[src/tbp_pkg.sv]
// constants for the pwm time-base prescale, sync and period load block
`default_nettype none
package tbp_pkg;
  localparam int DATA_W = 16;
  localparam int ADDR_W = 8;
  // register offsets
  localparam logic [7:0] ADDR_CTRL = 8'h00;
  localparam logic [7:0] ADDR_PERIOD = 8'h02;
  localparam logic [7:0] ADDR_PHASE = 8'h04;
  localparam logic [7:0] ADDR_STATUS = 8'h06;
  // timebase_control field positions
  localparam int BASE_SEL_LSB = 10;
  localparam int FAST_SEL_LSB = 7;
  localparam int SOFT_SYNC_BIT = 6;
  localparam int SYNC_SEL_LSB = 4;
  localparam int PRD_MODE_BIT = 3;
  localparam int PHASE_EN_BIT = 2;
  // reset values
  localparam logic [2:0] FAST_SEL_RST = 3'h1;
  localparam logic [2:0] BASE_SEL_RST = 3'h0;
  localparam logic [1:0] SYNC_SEL_RST = 2'h0;
  localparam logic [15:0] PERIOD_RST = 16'h0000;
  localparam logic [15:0] PHASE_RST = 16'h0000;
  // sync output selector codes
  typedef enum logic [1:0] {
    TBP_SO_PASS = 2'h0,
    TBP_SO_ZERO = 2'h1,
    TBP_SO_COMP_B = 2'h2,
    TBP_SO_OFF = 2'h3
  } tbp_sync_sel_e;
  // widest combined divisor is 14 * 128
  localparam int DIV_W = 11;
endpackage : tbp_pkg
`default_nettype wire

[src/tbp_presc_if.sv]
// prescaler selection and tick carried between top and divider
`default_nettype none
interface tbp_presc_if;
  logic [2:0] fast_sel;
  logic [2:0] base_sel;
  logic tick;
  modport ctrl (output fast_sel, output base_sel, input tick);
  modport div (input fast_sel, input base_sel, output tick);
endinterface : tbp_presc_if
`default_nettype wire

[src/tbp_prescaler.sv]
// two-stage prescaler making the time-base clock enable
`default_nettype none
module tbp_prescaler (
  input wire logic clk_sys, // system clock
  input wire logic srst, // sync reset, high
  input wire logic ce, // clock enable
  tbp_presc_if.div pif // selections in, tick out
);
  logic [tbp_pkg::DIV_W-1:0] fast_div;
  logic [tbp_pkg::DIV_W-1:0] base_div;
  logic [tbp_pkg::DIV_W-1:0] total_div;
  logic [tbp_pkg::DIV_W-1:0] cnt_reg;

  // fast stage is 1 or twice the code, base stage a power of two
  always_comb
  begin
    fast_div = (pif.fast_sel == 3'h0) ? 11'h001 : {7'h00, pif.fast_sel, 1'b0};
    base_div = 11'h001 << pif.base_sel;
    total_div = 11'(fast_div * base_div);
  end

  // one counter across the product; a selection change restarts cleanly at wrap
  always_ff @(posedge clk_sys)
  begin
    if (srst)
      cnt_reg <= '0;
    else if (ce)
      cnt_reg <= (cnt_reg >= total_div - 11'h001) ? '0 : cnt_reg + 11'h001;
  end

  assign pif.tick = ce && (cnt_reg >= total_div - 11'h001);

  fast_table_a: assert property (@(posedge clk_sys) disable iff (srst)
    pif.fast_sel == 3'h3 |-> fast_div == 11'h006) else $error("fast divisor code 3 not /6");
  base_table_a: assert property (@(posedge clk_sys) disable iff (srst)
    pif.base_sel == 3'h7 |-> base_div == 11'h080) else $error("base divisor code 7 not /128");
  // a selection write between ticks legally changes the spacing, so the selection must hold throughout
  tick_spacing_a: assert property (@(posedge clk_sys) disable iff (srst)
    pif.tick && ce && pif.fast_sel == 3'h1 && pif.base_sel == 3'h0
    ##1 ce && pif.fast_sel == 3'h1 && pif.base_sel == 3'h0
    |-> !pif.tick ##1 (pif.tick || !ce || pif.fast_sel != 3'h1 || pif.base_sel != 3'h0))
    else $error("divide by two tick spacing wrong");
  div14_c: cover property (@(posedge clk_sys) pif.fast_sel == 3'h7 && pif.tick);
endmodule : tbp_prescaler
`default_nettype wire

[src/tbp_period.sv]
// period value with shadow and active copies
`default_nettype none
module tbp_period (
  input wire logic clk_sys, // system clock
  input wire logic srst, // sync reset, high
  input wire logic ce, // clock enable
  input wire logic wr, // software write to period
  input wire logic [15:0] wdata, // written value
  input wire logic load_mode, // 0 shadowed, 1 immediate
  input wire logic ctr_zero, // counter equals zero
  output logic [15:0] read_value, // value software reads
  output logic [15:0] active_value // period used by counter
);
  logic [15:0] shadow_reg;
  logic [15:0] active_reg;

  // shadow takes every write so a later mode switch starts consistent
  always_ff @(posedge clk_sys)
  begin
    if (srst)
      shadow_reg <= tbp_pkg::PERIOD_RST;
    else if (ce && wr)
      shadow_reg <= wdata;
  end

  // active copy: immediate write, or transfer at counter zero
  always_ff @(posedge clk_sys)
  begin
    if (srst)
      active_reg <= tbp_pkg::PERIOD_RST;
    else if (ce && wr && load_mode)
      active_reg <= wdata;
    else if (ce && !load_mode && ctr_zero)
      active_reg <= shadow_reg;
  end

  assign read_value = load_mode ? active_reg : shadow_reg;
  assign active_value = active_reg;

  shadow_load_a: assert property (@(posedge clk_sys) disable iff (srst)
    ce && !load_mode && ctr_zero |=> active_reg == $past(shadow_reg)) else $error("shadow not loaded at zero");
  shadow_hold_a: assert property (@(posedge clk_sys) disable iff (srst)
    ce && wr && !load_mode && !ctr_zero |=> active_reg == $past(active_reg)) else $error("shadowed write hit active");
  immediate_a: assert property (@(posedge clk_sys) disable iff (srst)
    ce && wr && load_mode |=> active_reg == $past(wdata)) else $error("immediate write not applied");
  zero_load_c: cover property (@(posedge clk_sys) ce && !load_mode && ctr_zero && shadow_reg != active_reg);
endmodule : tbp_period
`default_nettype wire

[src/tbp_top.sv]
// pwm time-base prescale, sync select and period load control
`default_nettype none
// Overview of operation
// - time-base tick rate is system clock over fast times base divisor
// - fast divisor codes give /1 /2 /4 /6 /8 /10 /12 /14
// - fast divisor field resets to the divide-by-two code
// - writing one to the soft sync bit makes one sync pulse
// - writing zero there does nothing; the bit always reads zero
// - soft pulse and sync input are ORed into one sync event
// - soft pulse only acts while sync output selects pass-through
// - sync output: 00 pass, 01 counter zero, 10 compare b, 11 off
// - shadow mode copies shadow to active period at counter zero
// - shadow mode reads and writes of period reach the shadow
// - immediate mode reads and writes act on the active period
// - base divisor codes give /1 to /128, reset to /1
// - with phase load on, each sync event loads counter from phase
module tbp_top (
  input wire logic clk_sys, // system clock, 50 MHz
  input wire logic srst, // sync reset, high
  input wire logic ce, // clock enable, freezes all state
  input wire logic [7:0] reg_addr, // register address
  input wire logic [15:0] reg_wdata, // write data
  input wire logic reg_wr, // write strobe
  input wire logic reg_rd, // read strobe
  output logic [15:0] reg_rdata, // read data, cycle after strobe
  input wire logic [15:0] timebase_count, // counter value from counter
  input wire logic compare_b_match, // counter equals compare b
  input wire logic sync_in, // sync from previous module
  output logic sync_out, // sync to next module
  output logic tb_tick, // time-base clock enable
  output logic sync_event, // one-cycle sync to counter
  output logic phase_load, // load counter from phase
  output logic [15:0] phase_value, // phase for counter load
  output logic [15:0] period_active // active period for counter
);
  tbp_presc_if pif ();

  logic [2:0] fast_sel_reg;
  logic [2:0] base_sel_reg;
  logic [1:0] sync_sel_reg;
  logic prd_mode_reg;
  logic phase_en_reg;
  logic [15:0] phase_reg;
  logic soft_pulse_reg;
  logic sync_in_d_reg;
  logic sync_event_reg;
  logic sync_out_reg;
  logic [15:0] rdata_reg;
  logic [15:0] rdata_next;
  logic [15:0] prd_read;
  logic wr_ctrl;
  logic wr_prd;
  logic wr_phase;
  logic ctr_zero;
  logic in_edge;
  logic sync_raw;

  // address decode, strobes qualified by the clock enable
  assign wr_ctrl = ce && reg_wr && reg_addr == tbp_pkg::ADDR_CTRL;
  assign wr_prd = ce && reg_wr && reg_addr == tbp_pkg::ADDR_PERIOD;
  assign wr_phase = ce && reg_wr && reg_addr == tbp_pkg::ADDR_PHASE;
  assign ctr_zero = timebase_count == 16'h0000;

  // control fields; reset puts the fast stage at /2 and base at /1
  always_ff @(posedge clk_sys)
  begin
    if (srst)
    begin
      fast_sel_reg <= tbp_pkg::FAST_SEL_RST;
      base_sel_reg <= tbp_pkg::BASE_SEL_RST;
      sync_sel_reg <= tbp_pkg::SYNC_SEL_RST;
      prd_mode_reg <= 1'b0;
      phase_en_reg <= 1'b0;
    end
    else if (wr_ctrl)
    begin
      fast_sel_reg <= reg_wdata[tbp_pkg::FAST_SEL_LSB +: 3];
      base_sel_reg <= reg_wdata[tbp_pkg::BASE_SEL_LSB +: 3];
      sync_sel_reg <= reg_wdata[tbp_pkg::SYNC_SEL_LSB +: 2];
      prd_mode_reg <= reg_wdata[tbp_pkg::PRD_MODE_BIT];
      phase_en_reg <= reg_wdata[tbp_pkg::PHASE_EN_BIT];
    end
  end

  // phase value register
  always_ff @(posedge clk_sys)
  begin
    if (srst)
      phase_reg <= tbp_pkg::PHASE_RST;
    else if (wr_phase)
      phase_reg <= reg_wdata;
  end

  // soft sync is a strobe, never stored; the gate uses the select in force at the write
  always_ff @(posedge clk_sys)
  begin
    if (srst)
      soft_pulse_reg <= 1'b0;
    else if (ce)
      soft_pulse_reg <= wr_ctrl && reg_wdata[tbp_pkg::SOFT_SYNC_BIT]
        && sync_sel_reg == tbp_pkg::TBP_SO_PASS;
  end

  // a held sync input would otherwise reload the counter every cycle
  always_ff @(posedge clk_sys)
  begin
    if (srst)
      sync_in_d_reg <= 1'b0;
    else if (ce)
      sync_in_d_reg <= sync_in;
  end

  assign in_edge = sync_in && !sync_in_d_reg;
  assign sync_raw = in_edge || soft_pulse_reg;

  // registered sync event, one cycle per source edge or soft write
  always_ff @(posedge clk_sys)
  begin
    if (srst)
      sync_event_reg <= 1'b0;
    else if (ce)
      sync_event_reg <= sync_raw;
  end

  // sync output selector
  always_ff @(posedge clk_sys)
  begin
    if (srst)
      sync_out_reg <= 1'b0;
    else if (ce)
    begin
      unique case (tbp_pkg::tbp_sync_sel_e'(sync_sel_reg))
        tbp_pkg::TBP_SO_PASS: sync_out_reg <= sync_raw;
        tbp_pkg::TBP_SO_ZERO: sync_out_reg <= ctr_zero;
        tbp_pkg::TBP_SO_COMP_B: sync_out_reg <= compare_b_match;
        tbp_pkg::TBP_SO_OFF: sync_out_reg <= 1'b0;
      endcase
    end
  end

  assign pif.fast_sel = fast_sel_reg;
  assign pif.base_sel = base_sel_reg;

  tbp_prescaler u_presc (
    .clk_sys (clk_sys),
    .srst (srst),
    .ce (ce),
    .pif (pif)
  );

  tbp_period u_period (
    .clk_sys (clk_sys),
    .srst (srst),
    .ce (ce),
    .wr (wr_prd),
    .wdata (reg_wdata),
    .load_mode (prd_mode_reg),
    .ctr_zero (ctr_zero),
    .read_value (prd_read),
    .active_value (period_active)
  );

  // read mux; unmapped addresses and reserved bits read zero
  always_comb
  begin
    rdata_next = 16'h0000;
    unique case (reg_addr)
      tbp_pkg::ADDR_CTRL:
      begin
        rdata_next[tbp_pkg::BASE_SEL_LSB +: 3] = base_sel_reg;
        rdata_next[tbp_pkg::FAST_SEL_LSB +: 3] = fast_sel_reg;
        rdata_next[tbp_pkg::SOFT_SYNC_BIT] = 1'b0;
        rdata_next[tbp_pkg::SYNC_SEL_LSB +: 2] = sync_sel_reg;
        rdata_next[tbp_pkg::PRD_MODE_BIT] = prd_mode_reg;
        rdata_next[tbp_pkg::PHASE_EN_BIT] = phase_en_reg;
      end
      tbp_pkg::ADDR_PERIOD: rdata_next = prd_read;
      tbp_pkg::ADDR_PHASE: rdata_next = phase_reg;
      tbp_pkg::ADDR_STATUS: rdata_next = timebase_count;
      default: rdata_next = 16'h0000;
    endcase
  end

  // read data stands one cycle after the strobe and reads zero otherwise
  always_ff @(posedge clk_sys)
  begin
    if (srst)
      rdata_reg <= 16'h0000;
    else if (ce)
      rdata_reg <= reg_rd ? rdata_next : 16'h0000;
  end

  assign reg_rdata = rdata_reg;
  assign sync_out = sync_out_reg;
  assign tb_tick = pif.tick;
  assign sync_event = sync_event_reg;
  assign phase_load = sync_event_reg && phase_en_reg;
  assign phase_value = phase_reg;

  fast_reset_a: assert property (@(posedge clk_sys)
    $past(srst) && !srst |-> fast_sel_reg == 3'h1 && base_sel_reg == 3'h0) else $error("reset divisors wrong");
  soft_pulse_a: assert property (@(posedge clk_sys) disable iff (srst)
    wr_ctrl && reg_wdata[6] && sync_sel_reg == 2'h0 ##1 ce |=> sync_event) else $error("soft sync lost");
  soft_read_a: assert property (@(posedge clk_sys) disable iff (srst)
    ce && reg_rd && reg_addr == 8'h00 |=> reg_rdata[6] == 1'b0) else $error("soft sync bit read nonzero");
  sync_or_a: assert property (@(posedge clk_sys) disable iff (srst)
    ce && sync_in && !sync_in_d_reg |=> sync_event) else $error("input sync not passed");
  soft_gate_a: assert property (@(posedge clk_sys) disable iff (srst)
    ce && !sync_in && wr_ctrl && sync_sel_reg != 2'h0 && !soft_pulse_reg ##1 ce && !in_edge |=> !sync_event)
    else $error("soft sync acted while not pass-through");
  out_zero_a: assert property (@(posedge clk_sys) disable iff (srst)
    ce && sync_sel_reg == 2'h1 && !wr_ctrl |=> sync_out == $past(ctr_zero)) else $error("sync out zero select wrong");
  out_off_a: assert property (@(posedge clk_sys) disable iff (srst)
    ce && sync_sel_reg == 2'h3 |=> !sync_out) else $error("disabled sync out active");
  phase_load_a: assert property (@(posedge clk_sys) disable iff (srst)
    ce && sync_raw && phase_en_reg && !wr_ctrl |=> phase_load) else $error("phase load missed");
  single_pulse_a: assert property (@(posedge clk_sys) disable iff (srst)
    ce && sync_in && sync_in_d_reg ##1 ce && !soft_pulse_reg |=> !sync_event) else $error("held sync in repeated");
  soft_sync_c: cover property (@(posedge clk_sys) soft_pulse_reg && ce ##1 sync_event && sync_out);
  comp_b_out_c: cover property (@(posedge clk_sys) sync_sel_reg == 2'h2 && compare_b_match ##1 sync_out);
endmodule : tbp_top
`default_nettype wire

[config.mk]
export PLATFORM = sky130hd
export DESIGN_NAME = tbp_top
export DESIGN_NICKNAME = d
export VERILOG_FILES = /design/src/tbp_pkg.sv /design/src/tbp_presc_if.sv /design/src/tbp_prescaler.sv /design/src/tbp_period.sv /design/src/tbp_top.sv
export SDC_FILE = /design/constraint.sdc
export NUM_CORES = 1
export LEC_CHECK = 0
export BUFFER_PORTS_ARGS = -buffer_cell sky130_fd_sc_hd__buf_2
export CAP_MARGIN = 20
export CORE_MARGIN = 2
export CORE_UTILIZATION = 61
export DETAILED_ROUTE_END_ITERATION = 7
export PLACE_DENSITY = 0.93
export SKIP_CTS_REPAIR_TIMING = 1
export SYNTH_ARGS = -nofsm -noshare
export SYNTH_HDL_FRONTEND = slang
export SYNTH_SLANG_ARGS = --single-unit
export TNS_END_PERCENT = 5
[constraint.sdc]
create_clock -name clk_sys -period 14.6 [get_ports clk_sys]
set_input_delay 1.46 -clock clk_sys [delete_from_list [all_inputs] [get_ports clk_sys]]
set_output_delay 1.46 -clock clk_sys [all_outputs]
set_load 0.03 [all_outputs]
==> flow_summary.json <==
{
  "status": "complete, no violations",
  "nets": 792,
  "syn_inst": 621,
  "worstPathMaxFanout": 17,
  "rsz0062_at_grt": "no",
  "postSynthAreaPerCell_um2": 8.726,
  "htreeDepth": 3,
  "path_cells": "nor2b_1, nand2_1, ha_1, inv_1, fa_1, inv_1, fa_1, inv_1, ha_1, nand3_1, o2111ai_1, nand4_1, a21oi_1, xnor2_1, ha_1, nand2_1, nor2_1, a41oi_1, a21boi_1, buf_2",
  "drv_cap": 0,
  "layout_min_cycle_time_ns": 7.245,
  "num_vias": 4925,
  "hold_viol": 0,
  "port_buffers": 98,
  "holdWs_ns": 0.4795,
  "synth_area_leaders": "dfxtp_1, mux2i_1, ha_1, nor2_1, fa_1",
  "grt_overflow_total": 0,
  "reg2reg_slack_ns": 9.24,
  "io_pins": 99,
  "drt_pre_antenna_iters": 6,
  "ys_warn_count": 0,
  "critPathLaunch": "base_sel_reg[1]$_SDFFE_PP0P_",
  "synth_simple_gate_area_frac": 0.2113,
  "fin_cells": 812,
  "dp.cells": 796,
  "cts_sinks": 89,
  "setup_viol": 0,
  "cts_tree": "yes",
  "mostFrequentLayoutCell": "buf_2",
  "p_leak_nw": 2.762,
  "ys_types": 44,
  "gp_congestion": 0.9296,
  "ys_seq_area_frac": 0.3288,
  "clock_skew_ns": 0.01382,
  "crit_type": "flop to primary output",
  "mostFrequentLayoutCells": "buf_2, dfxtp_1, nor2_1, nand2_1, mux2i_1",
  "cts_made_buffers": 9,
  "start_kind": "flop",
  "n_antenna_cell": 0,
  "coreArea_um2": 8678,
  "worstMarginPinSlew_ns": 0.9786,
  "required_ns": 13.14,
  "min_from": "u_period.shadow_reg[15]$_SDFFE_PP0P_",
  "worstPathArrival_ns": 5.78,
  "setup_tns_ns": 0,
  "drtIter0Drc": 274,
  "clockBufferDepth": 2,
  "drc": 0,
  "hp-class": "flop to flop",
  "die_h_um": 98.25,
  "synth-xor-area-share": 0.03071,
  "max_freq_mhz": 138.0,
  "synth_top_area_share": 0.3288,
  "ant_nets": 0,
  "ys_ff_latch": 89,
  "syn_area_um2": 5419,
  "rows": 34,
  "die_x_um": 98.25,
  "grt_pass1_vias": 5002,
  "finalCritPeriodShare": 0.4962,
  "relSlewSlack": 0.3441,
  "grt_antenna_before_repair": 0,
  "pwr_density_cell_nw_per_um2": 75.07,
  "cpPeakStageDelay_ns": 0.64,
  "synth_fp_nets": 714,
  "timing.rr.start": "base_sel_reg[1]$_SDFFE_PP0P_",
  "grt_max_degree": 90,
  "synth_area_leader_cell": "dfxtp_1",
  "grt_pass1_wl_mm": 23.93,
  "wl_per_cell_um": 17.56,
  "synthAdderAreaFrac": 0.1242,
  "synth_top_family_by_area": "simple AND/OR/NAND/NOR gates",
  "drive_gt1_frac": 0.2131,
  "path_clk_slew_ns": 0.11,
  "cts_root_buf": "clkbuf_8",
  "synth_compound_area_frac": 0.09721,
  "yosys-mux-area-fraction": 0.1572,
  "track_usage": 0.3023,
  "via_per_inst": 6.065,
  "dp_hpwl_mm": 10.39,
  "slew_violations": 0,
  "area_growth_syn_to_layout_pct": 13.41,
  "routed_wl_mm": 14.26,
  "clk_latency_ns": 0.36,
  "cpMaxStageDelayCell": "dfxtp_1",
  "start_util": 0.6244,
  "ir_worst_vdd_uv": 66.61,
  "end_kind": "primary output",
  "die-area_um2": 9653
}
routing by layer:
layer	track usage	vias up	part of all wire
met5	0	-	0
met4	0.1286	0	0.034
met3	0.05011	52	0.074
met2	0.5100	238	0.49
met1	0.3847	2347	0.40
li1	-	2288	-
kinds of logic after synthesis:
group | count (synthesis)
simple gates | 239
flops | 89
compound gates | 86
mux | 72
buf+inv | 70
fa+ha+maj | 46
xor+xnor | 19
power breakdown:
group	internal [mW]	switching [mW]	total [mW]
logic	0.0136	0.0232	0.0368
clock network	0.0694	0.110	0.179
registers	0.244	0.00138	0.245
final cells by class:
cell class / instances / area [µm²]
inverters: 36 / 135.1
fillers: 646 / 2532
multi-input cells: 462 / 3373
clock buffers: 9 / 123.9
repair buffers: 101 / 513.0
clock inverters: 7 / 83.83
well taps: 108 / 135.1
flip-flops and latches: 89 / 1782
cell usage after synthesis (all sizes together):
| library cell | instances |
|---|---|
| nor4 | 5 |
| mux4 | 9 |
| a211o | 2 |
| nand2b | 9 |
| o211ai | 1 |
| inv | 36 |
| a31oi | 1 |
| a21o | 2 |
| and3 | 5 |
| nand4 | 8 |
| o21ai | 11 |
| or4 | 1 |
| nor2 | 78 |
| a311oi | 1 |
| a211oi | 18 |
| nor3b | 2 |
| xor2 | 10 |
| mux2 | 15 |
| o2111ai | 1 |
| nor2b | 30 |
| fa | 13 |
| or4b | 1 |
| dfxtp | 89 |
| nand3 | 17 |
| ha | 33 |
| buf | 9 |
| mux2i | 48 |
| nand3b | 1 |
| or3 | 3 |
| nor3 | 13 |
| a221o | 2 |
| and2 | 3 |
| o41ai | 1 |
| a21oi | 43 |
| nand2 | 63 |
| o21bai | 1 |
| a21boi | 1 |
| a41oi | 1 |
| xnor2 | 9 |
| clkbuf | 25 |
critical path: cells and delay by family (launching register included):
kind | cells | cell delay [ns]
XOR/XNOR | 1 | 0.10
flip-flops | 1 | 0.64
AO/OA/AOI/OAI | 4 | 1.33
buffers and inverters | 4 | 0.45
AND/OR/NAND/NOR | 6 | 0.91
adder cells (fa/ha/maj) | 5 | 2.01
path summary, 6_finish.rpt:
check	end	cells past startpoint
hold / removal	u_period.shadow_reg[15]$_SDFFE_PP0P_	2
setup / recovery	tb_tick	20
setup reg to reg	u_presc.cnt_reg[3]$_SDFFE_PP0P_	20
hold reg to reg	u_period.shadow_reg[15]$_SDFFE_PP0P_	2
stage by stage:
stage               cell area, µm²  total power [mW]  setup WS (ns)    util
floorplan                     5419            0.2720          8.328       -
global placement              5938            0.2854          8.061  0.6843
detailed placement            5938            0.2864          7.857  0.6843
CTS                           6146            0.4597          7.405  0.7082
global route                  6146            0.4728          6.812  0.7082
finish                        6146            0.4614          7.355  0.7082
Power figures use the tool's default switching activity.
